--- src/common/ioecs_defs.svh ---
/*
 * Constants for the expander configuration sequencer: expander register
 * numbers, data values, expander indices and timing.
 * Assumes the includer has no other macros of these names.
 */
`ifndef IOECS_DEFS_SVH
`define IOECS_DEFS_SVH
`define IOECS_REG_IN_LO      8'h00
`define IOECS_REG_IN_HI      8'h01
`define IOECS_REG_OUT_LO     8'h02
`define IOECS_REG_OUT_HI     8'h03
`define IOECS_REG_INV_LO     8'h04
`define IOECS_REG_INV_HI     8'h05
`define IOECS_REG_DIR_LO     8'h06
`define IOECS_REG_DIR_HI     8'h07
`define IOECS_NO_INVERT      8'h00
`define IOECS_DIR_ALL_IN     8'hFF
`define IOECS_DIR_ALL_OUT    8'h00
`define IOECS_EXP_MRL        4'h8
`define IOECS_EXP_FRST       4'hB
`define IOECS_EXP_LINK       4'hC
`define IOECS_EXP_ACT        4'hD
`define IOECS_CLK_MHZ        125
`define IOECS_UPDATE_MS      40
`define IOECS_UPDATE_CYC     (`IOECS_UPDATE_MS * 1000 * `IOECS_CLK_MHZ)
`endif

--- src/common/ioecs_pkg.sv ---
/*
 * Types for the expander configuration sequencer.
 * Assumes nothing of its surroundings.
 */
package ioecs_pkg;
    typedef enum logic [5:0] {
        IOECS_IDLE = 6'b00_0001,
        IOECS_ISSUE = 6'b00_0010,
        IOECS_WAIT = 6'b00_0100,
        IOECS_NEXT = 6'b00_1000,
        IOECS_HOLD = 6'b01_0000,
        IOECS_SYNC = 6'b10_0000
    } ioecs_state_type;
endpackage

--- src/design/ioecs_period_timer.sv ---
/*
 * Update period timer: counts down one update period after each restart
 * and reports when the period has expired.
 * Assumes a single clock and synchronous active-high reset.
 */
`timescale 1ns/1ps
module ioecs_period_timer #(
    parameter int unsigned PERIOD_CYC = 5_000_000
) (
    input wire logic core_clk_i,
    input wire logic rst_i,
    input wire logic restart_i,
    output logic expired_o
);
    logic [31:0] cnt_q;

    initial begin
        if (PERIOD_CYC < 1) begin
            $error("ioecs_period_timer: PERIOD_CYC must be at least one");
        end
    end

    // Loads PERIOD_CYC - 1 on restart, counts to zero, expired at zero.
    always_ff @(posedge core_clk_i) begin
        if (rst_i) begin
            cnt_q <= 32'h0000_0000;
        end else if (restart_i) begin
            cnt_q <= 32'(PERIOD_CYC - 1);
        end else if (cnt_q != 32'h0000_0000) begin
            cnt_q <= cnt_q - 32'h0000_0001;
        end
    end

    assign expired_o = (cnt_q == 32'h0000_0000) && !restart_i;
endmodule

--- src/design/ioecs_sequencer.sv ---
/*
 * Expander configuration sequencer: configures the input-only expanders
 * and the status expanders, then resends the internal link view to them when it
 * differs from the values last written, at most once per update period.
 * Assumes an SMBus master that takes one command per start pulse and
 * answers with a one-cycle done pulse; all inputs are on core_clk_i.
 */
// How it works
// RQ1: Input-only expanders get direction registers 6 and 7 all inputs.
// RQ2: Then registers 0 and 1 are read to capture pin states.
// RQ3: Every sequence writes zero to inversion registers 4 and 5.
// RQ4: Status expanders get link-up state in output register 2.
// RQ5: Status expanders get link-activity state in output register 3.
// RQ6: Status expanders get direction registers 6 and 7 all outputs.
// RQ7: Status order is outputs 2,3, then inversion 4,5, then direction 6,7.
// RQ8: While enabled, any mismatch between internal and expander state is sent; a change between the link and activity expander writes is missed.
// RQ9: Hot reset defaults reaching the internal view are pushed out too.
// RQ10: The input-only sequence goes to expanders 8 and 11.
// RQ11: Outputs update no more than once per 40 ms period.
// RQ12: Each step is its own transaction; next waits for completion.
`timescale 1ns/1ps
`include "ioecs_defs.svh"
module ioecs_sequencer
    import ioecs_pkg::*;
#(
    parameter int unsigned UPDATE_CYC = `IOECS_UPDATE_CYC
) (
    input wire logic core_clk_i,
    input wire logic rst_i,
    input wire logic enable_i,
    input wire logic start_cfg_i,
    input wire logic [6:0] addr_mrl_i,
    input wire logic [6:0] addr_frst_i,
    input wire logic [6:0] addr_link_i,
    input wire logic [6:0] addr_act_i,
    input wire logic [7:0] link_up_i,
    input wire logic [7:0] link_act_i,
    input wire logic smb_done_i,
    input wire logic smb_err_i,
    input wire logic [7:0] smb_rdata_i,
    output logic smb_start_o,
    output logic smb_read_o,
    output logic [6:0] smb_addr_o,
    output logic [7:0] smb_cmd_o,
    output logic [7:0] smb_wdata_o,
    output logic busy_o,
    output logic cfg_done_o,
    output logic [15:0] mrl_state_o,
    output logic [15:0] frst_state_o
);
    // Steps 0..5 for every expander: input-only and status sequences alike; resync reruns steps 0..5 on both status expanders.
    localparam logic [3:0] LAST_IN = 4'd7;
    localparam logic [3:0] LAST_ST = 4'd5;

    ioecs_state_type state_q;
    logic [1:0] exp_q;      // 0 mrl, 1 frst, 2 link, 3 activity
    logic [3:0] step_q;
    logic [7:0] up_sent_q;
    logic [7:0] act_sent_q;
    logic period_restart;
    logic period_ok;
    logic mismatch;
    logic [6:0] cur_addr;
    logic cur_read;
    logic [7:0] cur_cmd;
    logic [7:0] cur_data;

    ioecs_period_timer #(
        .PERIOD_CYC(UPDATE_CYC)
    ) u_timer (
        .core_clk_i(core_clk_i),
        .rst_i(rst_i),
        .restart_i(period_restart),
        .expired_o(period_ok)
    );

    // RQ8 state compare: hot reset defaults appear here as well (RQ9).
    assign mismatch = (link_up_i != up_sent_q) || (link_act_i != act_sent_q);

    // Address per expander; input-only targets are expanders 8 and 11.
    // RQ10 target expanders
    always_comb begin
        case (exp_q)
            2'd0: cur_addr = addr_mrl_i;
            2'd1: cur_addr = addr_frst_i;
            2'd2: cur_addr = addr_link_i;
            default: cur_addr = addr_act_i;
        endcase
    end

    // Step table for the input-only and the status sequences.
    // RQ7 status order
    always_comb begin
        cur_read = 1'b0;
        cur_cmd = `IOECS_REG_INV_LO;
        cur_data = `IOECS_NO_INVERT;
        if (!exp_q[1]) begin
            case (step_q)
                // RQ3 no inversion
                4'd0: cur_cmd = `IOECS_REG_INV_LO;
                4'd1: cur_cmd = `IOECS_REG_INV_HI;
                // RQ1 all inputs
                4'd2: begin
                    cur_cmd = `IOECS_REG_DIR_LO;
                    cur_data = `IOECS_DIR_ALL_IN;
                end
                4'd3: begin
                    cur_cmd = `IOECS_REG_DIR_HI;
                    cur_data = `IOECS_DIR_ALL_IN;
                end
                // RQ2 capture pins
                4'd4: begin
                    cur_cmd = `IOECS_REG_IN_LO;
                    cur_read = 1'b1;
                end
                default: begin
                    cur_cmd = `IOECS_REG_IN_HI;
                    cur_read = 1'b1;
                end
            endcase
        end else begin
            case (step_q)
                // RQ4 link-up data
                4'd0: begin
                    cur_cmd = `IOECS_REG_OUT_LO;
                    cur_data = link_up_i;
                end
                // RQ5 activity data
                4'd1: begin
                    cur_cmd = `IOECS_REG_OUT_HI;
                    cur_data = link_act_i;
                end
                4'd2: cur_cmd = `IOECS_REG_INV_LO;
                4'd3: cur_cmd = `IOECS_REG_INV_HI;
                // RQ6 all outputs
                4'd4: begin
                    cur_cmd = `IOECS_REG_DIR_LO;
                    cur_data = `IOECS_DIR_ALL_OUT;
                end
                default: begin
                    cur_cmd = `IOECS_REG_DIR_HI;
                    cur_data = `IOECS_DIR_ALL_OUT;
                end
            endcase
        end
    end

    // Restart the update period whenever a status expander write is launched.
    // RQ11 period restart
    assign period_restart = (state_q == IOECS_ISSUE) && exp_q[1] && !cur_read;

    // Main sequencing: one transaction per step, waiting for completion.
    always_ff @(posedge core_clk_i) begin
        if (rst_i) begin
            state_q <= IOECS_IDLE;
            exp_q <= 2'd0;
            step_q <= 4'd0;
        end else begin
            case (state_q)
                IOECS_IDLE: begin
                    if (enable_i && start_cfg_i) begin
                        exp_q <= 2'd0;
                        step_q <= 4'd0;
                        state_q <= IOECS_HOLD;
                    end
                end
                IOECS_HOLD: begin
                    // RQ11 wait period
                    if (!exp_q[1] || period_ok) begin
                        state_q <= IOECS_ISSUE;
                    end
                end
                IOECS_ISSUE: state_q <= IOECS_WAIT;
                // RQ12 wait completion
                IOECS_WAIT: begin
                    if (smb_done_i) begin
                        state_q <= IOECS_NEXT;
                    end
                end
                IOECS_NEXT: begin
                    if (step_q != (exp_q[1] ? LAST_ST : LAST_IN - 4'd2)) begin
                        step_q <= step_q + 4'd1;
                        state_q <= (exp_q[1] ? IOECS_HOLD : IOECS_ISSUE);
                    end else if (exp_q != 2'd3) begin
                        exp_q <= exp_q + 2'd1;
                        step_q <= 4'd0;
                        state_q <= IOECS_HOLD;
                    end else begin
                        state_q <= IOECS_SYNC;
                    end
                end
                IOECS_SYNC: begin
                    // RQ8 resolve conflict
                    if (!enable_i) begin
                        state_q <= IOECS_IDLE;
                    end else if (mismatch && period_ok) begin
                        exp_q <= 2'd2;
                        step_q <= 4'd0;
                        state_q <= IOECS_ISSUE;
                    end
                end
                default: state_q <= IOECS_IDLE;
            endcase
        end
    end

    // Records what the status expanders were last told.
    always_ff @(posedge core_clk_i) begin
        if (rst_i) begin
            up_sent_q <= 8'h00;
            act_sent_q <= 8'h00;
        end else if (period_restart && step_q == 4'd0) begin
            up_sent_q <= cur_data;
        end else if (period_restart && step_q == 4'd1) begin
            act_sent_q <= cur_data;
        end
    end

    // Captures the read pin states of expanders 8 and 11.
    always_ff @(posedge core_clk_i) begin
        if (rst_i) begin
            mrl_state_o <= 16'h0000;
            frst_state_o <= 16'h0000;
        end else if (state_q == IOECS_WAIT && smb_done_i && smb_read_o
                     && !smb_err_i) begin
            if (exp_q == 2'd0 && step_q == 4'd4) begin
                mrl_state_o[7:0] <= smb_rdata_i;
            end else if (exp_q == 2'd0) begin
                mrl_state_o[15:8] <= smb_rdata_i;
            end else if (step_q == 4'd4) begin
                frst_state_o[7:0] <= smb_rdata_i;
            end else begin
                frst_state_o[15:8] <= smb_rdata_i;
            end
        end
    end

    // Registered command outputs to the SMBus master.
    always_ff @(posedge core_clk_i) begin
        if (rst_i) begin
            smb_start_o <= 1'b0;
            smb_read_o <= 1'b0;
            smb_addr_o <= 7'h00;
            smb_cmd_o <= 8'h00;
            smb_wdata_o <= 8'h00;
            busy_o <= 1'b0;
            cfg_done_o <= 1'b0;
        end else begin
            smb_start_o <= (state_q == IOECS_ISSUE);
            if (state_q == IOECS_ISSUE) begin
                smb_read_o <= cur_read;
                smb_addr_o <= cur_addr;
                smb_cmd_o <= cur_cmd;
                smb_wdata_o <= cur_data;
            end
            busy_o <= (state_q != IOECS_IDLE) && (state_q != IOECS_SYNC);
            cfg_done_o <= (state_q == IOECS_SYNC);
        end
    end

    // Output updates are spaced by at least nine cycles.
    a_update_spacing: assert property (@(posedge core_clk_i) disable iff (rst_i)
        period_restart |=> !period_restart [*8]) // RQ11
        else $error("output writes too close together");

    // A new command never starts while one is outstanding.
    a_one_outstanding: assert property (@(posedge core_clk_i)
        disable iff (rst_i)
        (state_q == IOECS_WAIT && !smb_done_i) |=> !smb_start_o) // RQ12
        else $error("command started before completion");

    // Expander 8 writes to direction register 6 select all inputs.
    a_dir_inputs: assert property (@(posedge core_clk_i) disable iff (rst_i)
        (smb_start_o && smb_addr_o == addr_mrl_i && exp_q == 2'd0
         && smb_cmd_o == `IOECS_REG_DIR_LO) |-> smb_wdata_o == 8'hFF) // RQ1
        else $error("input-only direction not all inputs");

    // Inversion writes always carry zero.
    a_no_invert: assert property (@(posedge core_clk_i) disable iff (rst_i)
        (smb_start_o && (smb_cmd_o == `IOECS_REG_INV_LO
         || smb_cmd_o == `IOECS_REG_INV_HI)) |-> smb_wdata_o == 8'h00) // RQ3
        else $error("inversion register written non-zero");

    // Status direction writes select all outputs.
    a_dir_outputs: assert property (@(posedge core_clk_i) disable iff (rst_i)
        (smb_start_o && exp_q[1] && smb_cmd_o[7:1] == 7'h03)
        |-> smb_wdata_o == 8'h00) // RQ6
        else $error("status direction not all outputs");

    // Register 0 and 1 accesses are reads.
    a_pin_reads: assert property (@(posedge core_clk_i) disable iff (rst_i)
        (smb_start_o && smb_cmd_o[7:1] == 7'h00) |-> smb_read_o) // RQ2
        else $error("pin state access was not a read");

    // Link-up data sent in output register 2.
    a_link_data: assert property (@(posedge core_clk_i) disable iff (rst_i)
        (smb_start_o && exp_q[1] && smb_cmd_o == `IOECS_REG_OUT_LO)
        |-> smb_wdata_o == $past(link_up_i)) // RQ4
        else $error("link-up data wrong");

    // Activity data sent in output register 3.
    a_act_data: assert property (@(posedge core_clk_i) disable iff (rst_i)
        (smb_start_o && exp_q[1] && smb_cmd_o == `IOECS_REG_OUT_HI)
        |-> smb_wdata_o == $past(link_act_i)) // RQ5
        else $error("activity data wrong");
endmodule

--- config.mk ---
export PLATFORM = sky130hd
export DESIGN_NAME = ioecs_sequencer
export DESIGN_NICKNAME = d
export VERILOG_FILES = /design/src/common/ioecs_pkg.sv /design/src/design/ioecs_period_timer.sv /design/src/design/ioecs_sequencer.sv
export VERILOG_INCLUDE_DIRS = /design/src /design/src/common
export SDC_FILE = /design/constraint.sdc
export NUM_CORES = 1
export LEC_CHECK = 0
export CAP_MARGIN = 40
export CORE_UTILIZATION = 61
export CTS_CLUSTER_SIZE = 12
export DETAILED_ROUTE_END_ITERATION = 10
export DONT_BUFFER_PORTS = 1
export PLACE_DENSITY = 0.77
export SYNTH_ARGS = -nofsm -noshare
export SYNTH_HDL_FRONTEND = slang
export SYNTH_SLANG_ARGS = --single-unit
--- constraint.sdc ---
create_clock -name core_clk_i -period 3.6 [get_ports core_clk_i]
set_input_delay 0.54 -clock core_clk_i [delete_from_list [all_inputs] [get_ports core_clk_i]]
set_output_delay 0.54 -clock core_clk_i [all_outputs]
set_load 0.05 [all_outputs]
# Yosys cells after proc, flatten, opt, wreduce, memory -nomap -nowiden
# Index checks and enable logic that the tools add are counted.
# word_totals
output_inout_bits	59
mem_bits_rw	0
memories	0
ff_bits	119
latch_bits	0
mem_bits_ro	0
in_bits	58
word_cells	119
# classes
reduce_logical	35
n_mux	32
shift	0
eq_ne	27
bitwise	4
mul	0
addsub	3
n_div	0
magnitude_cmp	0
# op_table
cell	count
$mux W23	2
$mux W6	7
$pmux W6 S6	1
$logic_not A32 Y1	1
$reduce_bool A32 Y1	1
$sub A32 B1 Y32 const B	1
$pmux W3 S5	2
$mux W8	3
$pmux W7 S3	1
$mux W4	5
$ne A2 B2 Y1 const B	8
$ne A8 B8 Y1	2
$pmux W8 S2	1
$logic_and A1 B1 Y1	12
$pmux W4 S3	1
$reduce_and A4 Y1	3
$mux W2	5
$eq A4 B2 Y1 const B	2
$eq A6 B1 Y1 const B	1
$eq A6 B2 Y1 const B	1
$eq A6 B3 Y1 const B	1
$eq A6 B4 Y1 const B	1
$eq A6 B5 Y1 const B	1
$eq A6 B6 Y1 const B	1
other kinds (26)	37

# Longest topological paths before layout
# depth
depth_word	12
depth_mapped	9
mapped_depth_nobuf	8

# By module
# Synthesis repeated with hierarchy kept, for this count alone.
# unflattened
hier_cells	615
hier_area_um2	5490.3
# modules_own_cells
mod	seq_area_each_um2	cells_each	area_per_inst_um2	n_inst
ioecs_sequencer	1641.6	427	3843.7	1
ioecs_period_timer	640.6	188	1646.6	1

# Worst setup path before layout
# No wires, ideal clock.
# synth_path
kind	register to register
startpoint	reg u_timer.cnt_q[8]
endpoint	reg u_timer.cnt_q[17]
synth_period_minus_slack_ns	2.502
arrival_ns	2.375
setup_ns	0.127
n_path_buf	2
path_slack_ns	1.098
path_stages_with_launch	9
required_time_ns	3.473
path_cell_list	dfxtp_1 > or4_1 > buf_2 > or3_4 > or4_1 > buf_2 > and4_1 > xnor2_1 > nor2_1
# synth_via
elab_chain_len	1
elab_cells_between_ends	2
classes_between	add/sub (1); reduce/logical (1)
# synth_lines
item	line_no	text
start, declared	ioecs_period_timer.sv:15	logic [31:0] cnt_q;
start signal, assigned	ioecs_period_timer.sv:28	cnt_q <= 32'(PERIOD_CYC - 1);
start signal, assigned	ioecs_period_timer.sv:30	cnt_q <= cnt_q - 32'h0000_0001;
$sub A32 B1 Y32 or $reduce_bool A32 Y1 (tied branches)	ioecs_period_timer.sv:30, ioecs_period_timer.sv:29	
# Several ways; a longest one is shown, not always the timed one.
# A chain may end at the register's enable or synchronous reset.

# Final worst setup path
# Same ends and word-level chain as after synthesis.

==> flow_summary.json <==
{
  "vdd_ir_max_v": 0.000379,
  "timing.critical_path.to_type": "flip-flop",
  "fillers": 631,
  "io_buffer_count": 0,
  "synth_common_cells": "114 x sky130_fd_sc_hd__dfxtp_1, 95 x sky130_fd_sc_hd__nand2_1, 91 x sky130_fd_sc_hd__nor2_1",
  "cap_viol_max_count": 0,
  "postCtsHoldBufs": 0,
  "ordered_list_of_cells_on_the_worst_path": "or4_1 > or3_4 > or4_1 > and4_1 > xnor2_1 > nor2_1",
  "synth.area.top_cells": "sky130_fd_sc_hd__dfxtp_1 43%, sky130_fd_sc_hd__nand2_1 6.7%, sky130_fd_sc_hd__nor2_1 6.4%",
  "post_cts_buffers": 0,
  "critical_path_required_ns": 3.98,
  "status": "completed",
  "cell_internal_pwr_mw": 2.99,
  "r2r_cells": 6,
  "crit_path_top_delay_cell": "sky130_fd_sc_hd__or4_1",
  "critPathArrivalTime_ns": 3.13,
  "clock_tree.root_cell": "sky130_fd_sc_hd__clkbuf_8",
  "total_number_of_h_tree_levels": 4,
  "routedWlPerCell_um": 16.9,
  "place.detailed.hpwl_um": 8360,
  "clkLatencyLatePin_ns": 0.52,
  "dpl.cell_count": 716,
  "grt_first_pass_wirelength_um": 21000,
  "cts_tree": "yes",
  "fmax_ghz": 0.364,
  "final-instance-count-excl-fill": 750,
  "routed_wl_um": 12700,
  "synth.yosys.seq_area_share": 0.429,
  "number_of_nets_in_the_final_layout": 696,
  "power.static_leakage_nw": 2.33,
  "worst_pin_slew_ns": 0.774,
  "clk_pin_slew_worst_paths_ns": 0.06,
  "maximum_number_of_pins_on_one_net_before_global_route_repair": 95,
  "final_max_slew_viol_count": 0,
  "antenna_cells_inserted": 0,
  "relative_slew_slack": 0.483,
  "ys_async_sr_fraction": 0,
  "share_seq_of_total_power": 0.342,
  "placement_rows": 33,
  "timing.rr.start": "u_timer.cnt_q[8]",
  "area.growth.synth_to_final_pct": 11.1,
  "library_cell_occupying_the_most_area_in_the_post_synthesis_netlist": "sky130_fd_sc_hd__dfxtp_1",
  "drt_pass1_iterations": 5,
  "r2r_end": "u_timer.cnt_q[17]",
  "initial_utilization": 0.637,
  "synth.cell_area_um2": 5320,
  "final_min_period_over_clock_period": 0.763,
  "start_kind": "flip-flop",
  "drtAntennaViolNets": 0,
  "timing.hold.worst.start": "rst_i",
  "design.die.area_um2": 9090,
  "drive_gt1_frac": 0.0868,
  "cp_max_fo": 9,
  "yosys_warnings": 0,
  "io-pin-count": 117,
  "unrepaired_setup_endpoints_after_global_routing": "false",
  "synth.avg_cell_area_um2": 8.29,
  "clockBufferDepth": 2,
  "grt.overflow.total": 0,
  "critical_path.max_stage_delay_ns": 0.71,
  "detailroute.via_count": 4566,
  "power_frac_clock": 0.324,
  "netlist.area_leader.share": 0.429,
  "power_density_nw_per_um2": 804,
  "cts_made_buffers": 17,
  "synth_cell_types": 52,
  "coreArea_um2": 8340,
  "comb_pwr_share": 0.334,
  "count_of_flip_flops_with_a_built_in_enable_after_synthesis": 0,
  "dominantRegCellSynth": "sky130_fd_sc_hd__dfxtp_1",
  "crit_top_cell": "sky130_fd_sc_hd__or4_1",
  "gpl.final_weighted_congestion": 0.867,
  "power_switching_share": 0.370,
  "whs_endpoint": "u_timer.cnt_q[3]",
  "groute.usage.overall": 0.297,
  "grt_antenna_before_repair": 0,
  "fin_setup_tns_ns": 0,
  "post_cts_resized": 0,
  "synth.ff_latch_count": 114,
  "grt_pass1_vias": 4557,
  "worst_hold_path_type": "input pin to flip-flop",
  "final-hold-violation-count": 0,
  "fin_skew_ns": 0.00716,
  "synthCells": 641,
  "holdPathStages": 1,
  "route.detailed.vias_per_inst": 6.09,
  "die_width_um": 95.4,
  "finish.utilization": 0.708,
  "drt_first_iter_violations": 386,
  "post-synth-top-count-cell": "sky130_fd_sc_hd__dfxtp_1",
  "die_y_um": 95.4,
  "reg2reg_setup_slack_ns": 0.85,
  "report.final.setup_viol": 0,
  "clock_sink_count": 114,
  "critPathKind": "flip-flop to flip-flop",
  "final.min_clock_period_ns": 2.75,
  "power.net_switching_mw": 1.76,
  "route.detailed.drc": 0
}
## metrics by stage
stage	hold WS, ns	cell area (um^2)	setup slack (ns)	total power, mW
detailed placement	0.453	5340	0.897	3.19
floorplan	0.444	5330	1.10	2.93
global placement	0.443	5330	0.927	3.15
finish	0.0921	5910	0.853	4.75
CTS	0.0797	5890	0.870	4.74
global route	0.0727	5910	0.784	5.01
## layer usage
metal	routed length, um	vias to the layer above	GRT usage
li1	-	2193	-
met1	5340	2162	0.346
met2	6180	185	0.495
met3	936	26	0.0853
met4	250	0	0.153
met5	0	-	0
## worst max-delay path: cells and delay by family, from the launching register on
family	cells	cell delay (ns)
flip-flops	1	0.35
AND/OR/NAND/NOR	5	2.11
XOR/XNOR	1	0.14
## flip-flops by register name, indices dropped and copies added (netlist names)
name and cells:
u_timer.cnt_q 32, frst_state_o 16, mrl_state_o 16, act_sent_q 8
smb_wdata_o 8, up_sent_q 8, smb_addr_o 7, state_q 6
step_q 4, smb_cmd_o 3, exp_q 2, busy_o 1
cfg_done_o 1, smb_read_o 1, smb_start_o 1
## worst max path at each step
stage                     start  cells after the start  slack, ns                end
6_report       u_timer.cnt_q[8]                      6       0.85  u_timer.cnt_q[17]
5_1_grt        u_timer.cnt_q[8]                      6       0.78           exp_q[1]
4_1_cts        u_timer.cnt_q[8]                      6       0.87  u_timer.cnt_q[17]
3_5_place_dp   u_timer.cnt_q[8]                      6       0.90  u_timer.cnt_q[17]
3_3_place_gp   u_timer.cnt_q[8]                      6       0.93  u_timer.cnt_q[17]
2_1_floorplan  u_timer.cnt_q[8]                      8       1.10  u_timer.cnt_q[17]
## final cells by class
class,count,area (um^2),share of cell area
clock buffers,18,418,0.0708
flip-flops and latches,114,2280,0.386
repair buffers,8,65.1,0.0110
multi-input cells,485,2850,0.483
clock inverters,14,133,0.0225
well taps,105,131,0.0222
inverters,6,22.5,0.00381
## kinds of logic after synthesis
kind of cell / after synthesis / synth area share
other: 1 / 0.000705
muxes: 40 / 0.0772
adders and majority gates: 6 / 0.0141
xor gates and xnor gates: 47 / 0.0774
buffers and inverters: 46 / 0.0367
AOI/OAI and AO/OA: 107 / 0.118
DFF: 114 / 0.429
and+or+nand+nor: 280 / 0.246
## placed cells by master, fill, tap and decap left out, drive strengths merged, types with 6 or more instances in the layout
| cell type | Yosys | routed |
|---|---|---|
| o21ai | 22 | 22 |
| nor3 | 15 | 15 |
| xnor2 | 14 | 14 |
| buf | 10 | 8 |
| clkbuf | 30 | 18 |
| ha | 6 | 6 |
| clkinvlp | 0 | 6 |
| nand3 | 11 | 11 |
| mux2 | 8 | 8 |
| or3 | 11 | 11 |
| a21oi | 58 | 58 |
| nand2 | 95 | 95 |
| mux2i | 32 | 32 |
| inv | 5 | 8 |
| nor4 | 20 | 20 |
| or4 | 8 | 8 |
| xor2 | 33 | 33 |
| dfxtp | 114 | 114 |
| nor2 | 91 | 91 |
| a222oi | 7 | 7 |
## power by group through the flow
stage | sequential (mW) | clock [mW] | combinational, mW
after floorplan | 1.60 | 0 | 1.33
after global placement | 1.63 | 0 | 1.52
after detailed placement | 1.64 | 0 | 1.55
after CTS | 1.62 | 1.56 | 1.57
after global routing | 1.65 | 1.61 | 1.76
final | 1.62 | 1.54 | 1.59
(Power assumes the default switching activity.)
